## src/include/pupc_pkg.sv

```systemverilog
package pupc_pkg;
  ////////////////////////////////////////////////////////////////////////
  // widths
  localparam int DATA_W = 32;
  localparam int ADDR_W = 8;
  localparam int CTR_W = 48;
  localparam int CST_W = 64;
  localparam int OCC_W = 4;
  localparam int INC_W = 5;
  localparam int NUM_CTR = 4;
  localparam int NUM_BANDS = 4;
  localparam int BAND_W = 8;
  localparam int NUM_EV = 128;
  // band limits are frequency ratios, one unit per step
  localparam int FREQ_STEP_MHZ = 100;
  ////////////////////////////////////////////////////////////////////////
  // register byte offsets (64-bit registers take a low and a high word)
  localparam logic [ADDR_W-1:0] OFS_CTR_BASE = 8'h00;
  localparam logic [ADDR_W-1:0] OFS_CTL_BASE = 8'h20;
  localparam logic [ADDR_W-1:0] OFS_FILTER = 8'h30;
  localparam logic [ADDR_W-1:0] OFS_FILTER_HI = 8'h34;
  localparam logic [ADDR_W-1:0] OFS_STATUS = 8'h38;
  localparam logic [ADDR_W-1:0] OFS_C6_LO = 8'h40;
  localparam logic [ADDR_W-1:0] OFS_C6_HI = 8'h44;
  localparam logic [ADDR_W-1:0] OFS_C3_LO = 8'h48;
  localparam logic [ADDR_W-1:0] OFS_C3_HI = 8'h4c;
  ////////////////////////////////////////////////////////////////////////
  // control word fields
  localparam int EVSEL_MSB = 7;
  localparam int OCC_FLAG_BIT = 7;
  localparam int OCCSEL_LSB = 14;
  localparam int OCCSEL_MSB = 15;
  localparam int RST_BIT = 17;
  localparam int EDGE_BIT = 18;
  localparam int OVEN_BIT = 20;
  localparam int EN_BIT = 22;
  localparam int THR_LSB = 24;
  localparam int THR_MSB = 28;
  localparam int INV_BIT = 30;
  localparam int OCC_EDGE_BIT = 31;
  localparam logic [DATA_W-1:0] CTL_WMASK = 32'hdf74_c0ff;
  localparam logic [1:0] OCC_SEL_C0 = 2'h1;
  localparam logic [1:0] OCC_SEL_C3 = 2'h2;
  localparam logic [1:0] OCC_SEL_C6 = 2'h3;
  ////////////////////////////////////////////////////////////////////////
  // event codes; clockticks and bands handled inside, 0x03 taken from the event bus
  localparam logic [6:0] EV_CLOCKTICKS = 7'h00;
  localparam logic [6:0] EV_VOLT_CHANGE = 7'h03;
  localparam logic [6:0] EV_BAND0 = 7'h0b;
  localparam logic [6:0] EV_BAND3 = 7'h0e;
  ////////////////////////////////////////////////////////////////////////
  // bus
  localparam logic HRESP_OKAY = 1'b0;
endpackage : pupc_pkg

```

## src/include/pupc_lane_if.sv

```systemverilog
`timescale 1ns/100ps
interface pupc_lane_if;
  import pupc_pkg::*;
  logic [DATA_W-1:0] ctl;
  logic ev_bit;
  logic [OCC_W-1:0] occ;
  logic run;
  logic wr_lo;
  logic wr_hi;
  logic clr;
  logic [DATA_W-1:0] wdata;
  logic [CTR_W-1:0] count;
  logic carry;
  modport hub (output ctl, ev_bit, occ, run, wr_lo, wr_hi, clr, wdata,
    input count, carry);
  modport lane (input ctl, ev_bit, occ, run, wr_lo, wr_hi, clr, wdata,
    output count, carry);
endinterface : pupc_lane_if

```

## src/logic/pupc_top.sv

```systemverilog
`timescale 1ns/100ps
// Operation
// - ev selector 8 bits; top bit picks occupancy increment source
// - four 48-bit general counters, software readable and writable
// - overflow is a carry out of counter bit 47
// - after overflow the counter wraps and keeps counting
// - counters are readable while counting continues
// - count sits in bits 47:0, bits 63:48 read zero
// - filter holds four 8-bit band limits, reset zero
// - band limits are frequency ratios in 100 MHz steps
// - all four bands tracked at once, each its own event
// - C3 and C6 counters add one per cycle any core resides
// - C-state counters ignore freeze and general counter controls
// - C-state counters are 64-bit read/write, reset zero
// - three 4-bit core counts for C0, C3, C6 every cycle
// - occupancy select with threshold zero accumulates core count
// - threshold five counts cycles with more than four cores
// - threshold plus edge detect counts entries into that state
// - event code 0x03 counts voltage change cycles
// - occupancy selector 01 C0, 10 C3, 11 C6
// - cycle counts when increment at least threshold; invert gives less for occupancy selections only
// - edge detect with a nonzero threshold counts rising edges, else every asserted cycle
// - overflow with enable sets status bit and sends message
module pupc_top
  import pupc_pkg::*;
#(
  parameter int NUM_CORES = 15,
  // arbitrary value, identifies this unit to the global monitor
  parameter logic [7:0] UNIT_ID = 8'h5a
) (
  input wire logic hclk,
  input wire logic hresetn,
  input wire logic hsel,
  input wire logic [31:0] haddr,
  input wire logic [1:0] htrans,
  input wire logic hwrite,
  input wire logic [2:0] hsize,
  input wire logic [DATA_W-1:0] hwdata,
  input wire logic hready,
  output logic [DATA_W-1:0] hrdata,
  output logic hreadyout,
  output logic hresp,
  input wire logic [NUM_CORES-1:0] core_in_c0,
  input wire logic [NUM_CORES-1:0] core_in_c3,
  input wire logic [NUM_CORES-1:0] core_in_c6,
  input wire logic [BAND_W-1:0] freq_ratio,
  input wire logic [NUM_EV-1:0] direct_events,
  input wire logic global_freeze,
  output logic ovf_msg_valid,
  output logic [7:0] ovf_msg_unit,
  output logic [NUM_CTR-1:0] ovf_msg_mask
);
  ////////////////////////////////////////////////////////////////////////
  // state
  logic [DATA_W-1:0] ctl_q [NUM_CTR];
  logic [DATA_W-1:0] filter_q;
  logic [NUM_CTR-1:0] status_q;
  logic [NUM_CTR-1:0] status_d;
  logic [CST_W-1:0] c3_q;
  logic [CST_W-1:0] c3_d;
  logic [CST_W-1:0] c6_q;
  logic [CST_W-1:0] c6_d;
  logic wr_pend_q;
  logic rd_pend_q;
  logic [ADDR_W-1:0] addr_q;
  logic addr_ok_q;
  logic [DATA_W-1:0] hrdata_q;
  logic hreadyout_q;
  logic ovf_valid_q;
  logic [NUM_CTR-1:0] ovf_mask_q;
  logic [DATA_W-1:0] rd_mux;
  logic [OCC_W-1:0] occ_c0;
  logic [OCC_W-1:0] occ_c3;
  logic [OCC_W-1:0] occ_c6;
  logic any_c3;
  logic any_c6;
  logic [CTR_W-1:0] ctr_val [NUM_CTR];
  logic [NUM_CTR-1:0] carry_vec;
  logic [NUM_BANDS-1:0] band_hit;

  ////////////////////////////////////////////////////////////////////////
  // bus slave: writes land in the data phase; reads insert one wait
  // state so a read right after a write sees the written value
  wire take = hsel & hready & htrans[1];
  wire wr_now = wr_pend_q & addr_ok_q;
  wire [1:0] ctr_idx = addr_q[4:3];
  wire ctr_hi = addr_q[2];
  wire [1:0] ctl_idx = addr_q[3:2];
  wire in_ctr = addr_q[ADDR_W-1:5] == OFS_CTR_BASE[ADDR_W-1:5];
  wire in_ctl = addr_q[ADDR_W-1:4] == OFS_CTL_BASE[ADDR_W-1:4];
  wire hit_filter = addr_q == OFS_FILTER;
  wire hit_filter_hi = addr_q == OFS_FILTER_HI;
  wire hit_status = addr_q == OFS_STATUS;
  wire hit_c6_lo = addr_q == OFS_C6_LO;
  wire hit_c6_hi = addr_q == OFS_C6_HI;
  wire hit_c3_lo = addr_q == OFS_C3_LO;
  wire hit_c3_hi = addr_q == OFS_C3_HI;

  always_ff @(posedge hclk or negedge hresetn) begin
    if (!hresetn) begin
      wr_pend_q <= 1'b0;
      rd_pend_q <= 1'b0;
      addr_q <= '0;
      addr_ok_q <= 1'b0;
      hreadyout_q <= 1'b1;
    end else begin
      wr_pend_q <= take & hwrite;
      rd_pend_q <= take & ~hwrite;
      hreadyout_q <= ~(take & ~hwrite);
      if (take) begin
        addr_q <= haddr[ADDR_W-1:0];
        addr_ok_q <= (haddr[31:ADDR_W] == '0) && (haddr[1:0] == 2'h0);
      end
    end
  end

  // unmapped words read zero and ignore writes
  always_comb begin
    rd_mux = '0;
    if (!addr_ok_q) begin
      rd_mux = '0;
    end else if (in_ctr && ctr_hi) begin
      rd_mux = {{(2*DATA_W-CTR_W){1'b0}},
        ctr_val[ctr_idx][CTR_W-1:DATA_W]};
    end else if (in_ctr) begin
      rd_mux = ctr_val[ctr_idx][DATA_W-1:0];
    end else if (in_ctl) begin
      rd_mux = ctl_q[ctl_idx];
    end else if (hit_filter) begin
      rd_mux = filter_q;
    end else if (hit_filter_hi) begin
      rd_mux = '0;
    end else if (hit_status) begin
      rd_mux = {{(DATA_W-NUM_CTR){1'b0}}, status_q};
    end else if (hit_c6_lo) begin
      rd_mux = c6_q[DATA_W-1:0];
    end else if (hit_c6_hi) begin
      rd_mux = c6_q[CST_W-1:DATA_W];
    end else if (hit_c3_lo) begin
      rd_mux = c3_q[DATA_W-1:0];
    end else if (hit_c3_hi) begin
      rd_mux = c3_q[CST_W-1:DATA_W];
    end
  end

  always_ff @(posedge hclk or negedge hresetn) begin
    if (!hresetn) begin
      hrdata_q <= '0;
    end else if (rd_pend_q) begin
      hrdata_q <= rd_mux;
    end
  end

  ////////////////////////////////////////////////////////////////////////
  // occupancy and band residency sources
  pupc_occupancy #(
    .NUM_CORES(NUM_CORES)
  ) u_occ (
    .hclk(hclk),
    .hresetn(hresetn),
    .core_in_c0(core_in_c0),
    .core_in_c3(core_in_c3),
    .core_in_c6(core_in_c6),
    .occ_c0_q(occ_c0),
    .occ_c3_q(occ_c3),
    .occ_c6_q(occ_c6),
    .any_c3_q(any_c3),
    .any_c6_q(any_c6)
  );

  // ratio and limits share the 100 MHz unit, so a plain compare works
  for (genvar b = 0; b < NUM_BANDS; b++) begin : g_band
    assign band_hit[b] = freq_ratio >=
      filter_q[b*BAND_W +: BAND_W];
  end

  always_ff @(posedge hclk or negedge hresetn) begin
    if (!hresetn) begin
      filter_q <= '0;
    end else if (wr_now && hit_filter) begin
      filter_q <= hwdata;
    end
  end

  ////////////////////////////////////////////////////////////////////////
  // general counters
  for (genvar i = 0; i < NUM_CTR; i++) begin : g_ctr
    pupc_lane_if lif ();
    wire [6:0] code = ctl_q[i][EVSEL_MSB-1:0];
    wire [1:0] occ_sel = ctl_q[i][OCCSEL_MSB:OCCSEL_LSB];
    wire is_band = (code >= EV_BAND0) && (code <= EV_BAND3);
    wire [1:0] band_idx = 2'(code - EV_BAND0);
    wire hit_ctl = wr_now && in_ctl && (ctl_idx == 2'(i));
    wire hit_ctr = wr_now && in_ctr && (ctr_idx == 2'(i));

    always_ff @(posedge hclk or negedge hresetn) begin
      if (!hresetn) begin
        ctl_q[i] <= '0;
      end else if (hit_ctl) begin
        ctl_q[i] <= hwdata & CTL_WMASK;
      end
    end

    // code 0x03 is the voltage-change line of the event bus
    assign lif.ev_bit = (code == EV_CLOCKTICKS) ? 1'b1
      : is_band ? band_hit[band_idx] : direct_events[code];
    assign lif.occ = (occ_sel == OCC_SEL_C0) ? occ_c0
      : (occ_sel == OCC_SEL_C3) ? occ_c3
      : (occ_sel == OCC_SEL_C6) ? occ_c6 : '0;
    assign lif.ctl = ctl_q[i];
    assign lif.run = ~global_freeze;
    assign lif.wr_lo = hit_ctr & ~ctr_hi;
    assign lif.wr_hi = hit_ctr & ctr_hi;
    // reset bit is write-only and acts as a one-shot clear
    assign lif.clr = hit_ctl & hwdata[RST_BIT];
    assign lif.wdata = hwdata;
    assign ctr_val[i] = lif.count;
    assign carry_vec[i] = lif.carry & ctl_q[i][OVEN_BIT];

    pupc_lane u_lane (
      .hclk(hclk),
      .hresetn(hresetn),
      .lif(lif)
    );
  end

  ////////////////////////////////////////////////////////////////////////
  // overflow status: write one to clear, a new overflow wins
  always_comb begin
    status_d = status_q;
    if (wr_now && hit_status) begin
      status_d = status_q & ~hwdata[NUM_CTR-1:0];
    end
    status_d = status_d | carry_vec;
  end

  // one message per overflow cycle, naming every overflow-enabled counter that wrapped
  always_ff @(posedge hclk or negedge hresetn) begin
    if (!hresetn) begin
      status_q <= '0;
      ovf_valid_q <= 1'b0;
      ovf_mask_q <= '0;
    end else begin
      status_q <= status_d;
      ovf_valid_q <= |carry_vec;
      ovf_mask_q <= carry_vec;
    end
  end

  ////////////////////////////////////////////////////////////////////////
  // C-state residency counters, outside freeze and counter controls
  always_comb begin
    c3_d = c3_q;
    c6_d = c6_q;
    if (wr_now && hit_c3_lo) begin
      c3_d[DATA_W-1:0] = hwdata;
    end else if (wr_now && hit_c3_hi) begin
      c3_d[CST_W-1:DATA_W] = hwdata;
    end else if (any_c3) begin
      c3_d = c3_q + CST_W'(1);
    end
    if (wr_now && hit_c6_lo) begin
      c6_d[DATA_W-1:0] = hwdata;
    end else if (wr_now && hit_c6_hi) begin
      c6_d[CST_W-1:DATA_W] = hwdata;
    end else if (any_c6) begin
      c6_d = c6_q + CST_W'(1);
    end
  end

  always_ff @(posedge hclk or negedge hresetn) begin
    if (!hresetn) begin
      c3_q <= '0;
      c6_q <= '0;
    end else begin
      c3_q <= c3_d;
      c6_q <= c6_d;
    end
  end

  ////////////////////////////////////////////////////////////////////////
  // outputs; hresp is a flop held at OKAY
  logic hresp_q;
  logic [7:0] unit_q;
  always_ff @(posedge hclk or negedge hresetn) begin
    if (!hresetn) begin
      hresp_q <= HRESP_OKAY;
      unit_q <= '0;
    end else begin
      hresp_q <= HRESP_OKAY;
      unit_q <= UNIT_ID;
    end
  end

  assign hrdata = hrdata_q;
  assign hreadyout = hreadyout_q;
  assign hresp = hresp_q;
  assign ovf_msg_valid = ovf_valid_q;
  assign ovf_msg_unit = unit_q;
  assign ovf_msg_mask = ovf_mask_q;
endmodule : pupc_top

```

## src/logic/pupc_occupancy.sv

```systemverilog
`timescale 1ns/100ps
module pupc_occupancy
  import pupc_pkg::*;
#(
  parameter int NUM_CORES = 15
) (
  input wire logic hclk,
  input wire logic hresetn,
  input wire logic [NUM_CORES-1:0] core_in_c0,
  input wire logic [NUM_CORES-1:0] core_in_c3,
  input wire logic [NUM_CORES-1:0] core_in_c6,
  output logic [OCC_W-1:0] occ_c0_q,
  output logic [OCC_W-1:0] occ_c3_q,
  output logic [OCC_W-1:0] occ_c6_q,
  output logic any_c3_q,
  output logic any_c6_q
);
  // a 4-bit count cannot hold more cores than this
  if (NUM_CORES > (1 << OCC_W) - 1) begin : g_chk
    $error("pupc_occupancy: too many cores for the occupancy width");
  end

  function automatic logic [OCC_W-1:0] pupc_popcount(
    input logic [NUM_CORES-1:0] v);
    logic [OCC_W-1:0] n;
    n = '0;
    for (int i = 0; i < NUM_CORES; i++) begin
      n = n + OCC_W'(v[i]);
    end
    return n;
  endfunction : pupc_popcount

  ////////////////////////////////////////////////////////////////////////
  always_ff @(posedge hclk or negedge hresetn) begin
    if (!hresetn) begin
      occ_c0_q <= '0;
      occ_c3_q <= '0;
      occ_c6_q <= '0;
      any_c3_q <= 1'b0;
      any_c6_q <= 1'b0;
    end else begin
      occ_c0_q <= pupc_popcount(core_in_c0);
      occ_c3_q <= pupc_popcount(core_in_c3);
      occ_c6_q <= pupc_popcount(core_in_c6);
      any_c3_q <= |core_in_c3;
      any_c6_q <= |core_in_c6;
    end
  end
endmodule : pupc_occupancy

```

## src/logic/pupc_lane.sv

```systemverilog
`timescale 1ns/100ps
module pupc_lane
  import pupc_pkg::*;
(
  input wire logic hclk,
  input wire logic hresetn,
  pupc_lane_if.lane lif
);
  logic [CTR_W-1:0] count_q;
  logic [CTR_W-1:0] count_d;
  logic qual_q;
  wire occ_mode = lif.ctl[OCC_FLAG_BIT];
  wire [INC_W-1:0] raw = occ_mode ? {1'b0, lif.occ}
                                  : {{(INC_W-1){1'b0}}, lif.ev_bit};
  wire [INC_W-1:0] thr = lif.ctl[THR_MSB:THR_LSB];
  // invert only applies to occupancy selections
  wire inv = occ_mode & lif.ctl[INV_BIT];
  wire qual = inv ? (raw < thr) : (raw >= thr);
  wire edge_on = lif.ctl[EDGE_BIT] | lif.ctl[OCC_EDGE_BIT];
  // threshold zero accumulates the raw increment
  wire [INC_W-1:0] step = (thr == '0) ? raw
    : edge_on ? INC_W'(qual & ~qual_q)
    : INC_W'(qual);
  wire counting = lif.run & lif.ctl[EN_BIT];
  wire [CTR_W:0] sum = {1'b0, count_q} + {{(CTR_W+1-INC_W){1'b0}}, step};
  wire sw_touch = lif.clr | lif.wr_lo | lif.wr_hi;

  ////////////////////////////////////////////////////////////////////////
  // software access beats an increment in the same cycle
  always_comb begin
    count_d = count_q;
    if (lif.clr) begin
      count_d = '0;
    end else if (lif.wr_lo) begin
      count_d = {count_q[CTR_W-1:DATA_W], lif.wdata};
    end else if (lif.wr_hi) begin
      count_d = {lif.wdata[CTR_W-DATA_W-1:0], count_q[DATA_W-1:0]};
    end else if (counting) begin
      count_d = sum[CTR_W-1:0];
    end
  end

  always_ff @(posedge hclk or negedge hresetn) begin
    if (!hresetn) begin
      count_q <= '0;
      qual_q <= 1'b0;
    end else begin
      count_q <= count_d;
      qual_q <= qual;
    end
  end

  assign lif.count = count_q;
  assign lif.carry = counting & ~sw_touch & sum[CTR_W];
endmodule : pupc_lane

```

## config.mk

```make
export PLATFORM = sky130hd
export DESIGN_NAME = pupc_top
export DESIGN_NICKNAME = d
export VERILOG_FILES = /design/src/include/pupc_pkg.sv /design/src/include/pupc_lane_if.sv /design/src/logic/pupc_top.sv /design/src/logic/pupc_occupancy.sv /design/src/logic/pupc_lane.sv
export SDC_FILE = /design/constraint.sdc
export NUM_CORES = 2
export LEC_CHECK = 0
export BUFFER_PORTS_ARGS = -buffer_cell sky130_fd_sc_hd__buf_2
export CAP_MARGIN = 0
export CORE_MARGIN = 8
export CORE_UTILIZATION = 32
export CTS_CLUSTER_DIAMETER = 80
export CTS_CLUSTER_SIZE = 28
export DETAILED_ROUTE_END_ITERATION = 8
export PLACE_DENSITY = 0.53
export SLEW_MARGIN = 20
export SYNTH_ARGS = -nofsm -noshare
export SYNTH_HDL_FRONTEND = slang
export SYNTH_HIERARCHICAL = 1
export SYNTH_SLANG_ARGS = --single-unit
```

## constraint.sdc

```tcl
create_clock -name hclk -period 5.6 [get_ports hclk]
set_input_delay 0.56 -clock hclk [delete_from_list [all_inputs] [get_ports hclk]]
set_output_delay 0.56 -clock hclk [all_outputs]
set_load 0.005 [all_outputs]
```

==> metrics.txt <==
status=complete, but fails checks; violated checks=negative setup slack; Tmin final=5.88 ns; Leak=19.0 nW; pin count of the biggest net entering global routing=~140; htree depth=2; hold slack=approximately 0.16 ns; post-synthesis average cell area=~9.6 sq um; first-pass GRT wire length=approximately 240 mm; Pwr Total=about 9.7 mW; global route overflow=0; Max-Cap Viols=0; vias per cell=6.04; setup violators final=10; number of fill cells=12000; Finished Layout Cells=6137; CTS sink cnt=slightly above 500; # DRC=0; RSZ-0062 raised after global routing=yes; Initial Util=0.322; register area=~13000 sq um; core area=119000 sq um; crit-path leading delay family=multiplexers; multi-input logic area=24300 sq um; Initial DRC Count=4290; Synth Register Bits=between 500 and 600; CP required=6.11 ns; Setup crit start kind=flip-flop; Root Driver=clkbuf_16; CTS tree=built; Synth Instances=4018; Post-Layout Inst Area=46200 sq um; worst rel slew slack=0.153; Main synth FF type=dfrtp_1; Max Freq=0.170 GHz; worst-skew pair later-pin latency=0.63 ns; Post-Route Skew=0.0443 ns; Peak VDD IR=0.000186 V; row count=127; Clock transition at path regs=0.11 ns; worst-path fanout max=6; commonest cells after routing, fill and taps aside=499 x dfrtp_1, 378 x nand2_1, 376 x buf_4, 308 x o21ai_0, 292 x buf_2; WS Path Type=reg -> reg; Area Growth Syn to Fin=20.2%; Die Height=363 um; post-route ant nets=0; Final period util=1.05; slowest cell on the critical path=mux4_2; PortBufs=approximately 290; drt pass-1 iters=6; mean routed wirelength per cell=approximately 27 um; I/O pins=303; Max Slew Vio Count=0; register area share after synthesis=0.331; worst-case clock buffer depth=3; number of flops mapped to enable cells by yosys=0; Hold WC Path Type=in -> reg; Placed Area=44000 sq um; die area=131000 sq um; ratio of cells with drive above 1 in the final layout=0.299; CTS buffer count=37; Routed WL=166 mm; FFs w/ async S/R, synth=1.00; initial antenna violation count=12; GRT Overall Usage=0.242; CP Buf/Inv Count=4; number of global-route vias before repair=35200; CP dominant cell by count=mux4_2; CP Capture Type=flip-flop; Post-Syn Area=about 38000 sq um; placed insts=6036; commonest non-fill, non-tap cell in the layout=dfrtp_1; max incr delay on CP=approximately 0.55 ns; Yosys cell types=104; WP data arrival=~6.4 ns; pin slew with the least headroom to its limit=1.26 ns; detailed placement HPWL=124 mm; Hold Vio Cnt, Final=0; Ys Warns=6; Setup Slack @ Placement=-0.982 ns; RePlAce Congestion=slightly below 1; Layout Utilization=0.387; setup TNS=-0.896 ns; total number of vias=around 37000; Layout Nets=4868; PwrDens=210 nW/um^2; Die W=363 um; final setup margin=-0.277 ns
state kept, by name, summed over array words and instances (netlist names), 4 cells and up:
name                    cells
ovf_msg_mask                4
hrdata                     32
filter_q                   32
u_occ/occ_c0_q              4
g_ctr.u_lane/lif.count    192
g_ctr.lif.ctl              84
c3_q                       64
c6_q                       64
g_ctr.u_lane/qual_q         4
u_occ/occ_c6_q              4
u_occ/occ_c3_q              4
addr_q                      8
status_q                    4
worst register-to-register path, delay by kind of cell (launching register included):
kind	cells	cell delay [ns]
and+or+nand+nor	9	1.33
AOI/OAI and AO/OA	5	0.79
muxes	5	2.00
buffers and inverters	4	0.54
adders and majority gates	3	0.71
DFF	1	0.42
final cells by class:
| cell class | instances | area share |
|---|---|---|
| Inverter | 188 | 0.0153 |
| Clock buffer | 41 | 0.0213 |
| Multi-Input combinational cell | 3048 | 0.527 |
| Clock inverter | 27 | 0.00815 |
| Antenna cell | 4 | 0.000217 |
| Tap cell | 1612 | 0.0437 |
| Timing Repair Buffer | 709 | 0.109 |
| Sequential cell | 508 | 0.276 |
kinds of logic after synthesis:
kind of cell / synth area share
other: 0.000195
muxes: 0.186
DFF: 0.331
AOI/OAI and AO/OA: 0.177
adders and majority gates: 0.0457
and+or+nand+nor: 0.183
buffers and inverters: 0.0503
xor gates and xnor gates: 0.0264
what timing repair did:
action	4_1_cts	5_1_grt
gates cloned	2	2
pin swaps	8	42
hold endpoints to repair	60	0
gates resized for setup	49	85
setup buffers	6	21
setup endpoints to repair	109	145
hold buffers	1	0
layer usage:
layer	global-route usage	up-vias	part of all wire	wire, um
li1	-	16200	-	-
met1	0.327	18700	0.40	67100
met2	0.387	1810	0.46	77100
met3	0.0391	332	0.083	13800
met4	0.0965	6	0.048	7890
met5	0	-	0.00024	40
Yosys cell counts, drive strengths merged (92+ instances only):
cell / number / area share
mux4: 232 / 0.14
dfrtp: 507 / 0.33
o21ai: 352 / 0.046
a21oi: 207 / 0.027
nand3: 165 / 0.024
and3: 92 / 0.015
inv: 187 / 0.018
nor2: 261 / 0.026
clkbuf: 203 / 0.021
mux2: 150 / 0.044
nand2: 385 / 0.038
a22oi: 95 / 0.019
power by group:
group / internal [mW] / switching, mW / total (mW)
clock network: 1.47 / 1.71 / 3.18
logic: 1.02 / 1.27 / 2.29
registers: 3.87 / 0.371 / 4.24
worst paths after layout:
| kind | startpoint | end | slack (ns) | cells after the start |
|---|---|---|---|---|
| max | g_ctr[2].lif.ctl[0]$_DFFE_PN0P_ | ovf_msg_valid$_DFF_PN0_ | -0.28 | 26 |
| min | haddr[6] | addr_q[6]$_DFFE_PN0P_ | 0.16 | 2 |
| max reg2reg | g_ctr[2].lif.ctl[0]$_DFFE_PN0P_ | ovf_msg_valid$_DFF_PN0_ | -0.28 | 26 |
| min reg2reg | status_q[0]$_DFF_PN0_ | status_q[0]$_DFF_PN0_ | 0.51 | 1 |
| max in group asynchronous | hresetn | filter_q[11]$_DFFE_PN0P_ | 3.73 | 3 |
| min in group asynchronous | hresetn | g_ctr[3].lif.ctl[5]$_DFFE_PN0P_ | 0.52 | 2 |
Note: power is estimated with default switching activity, not from simulation.
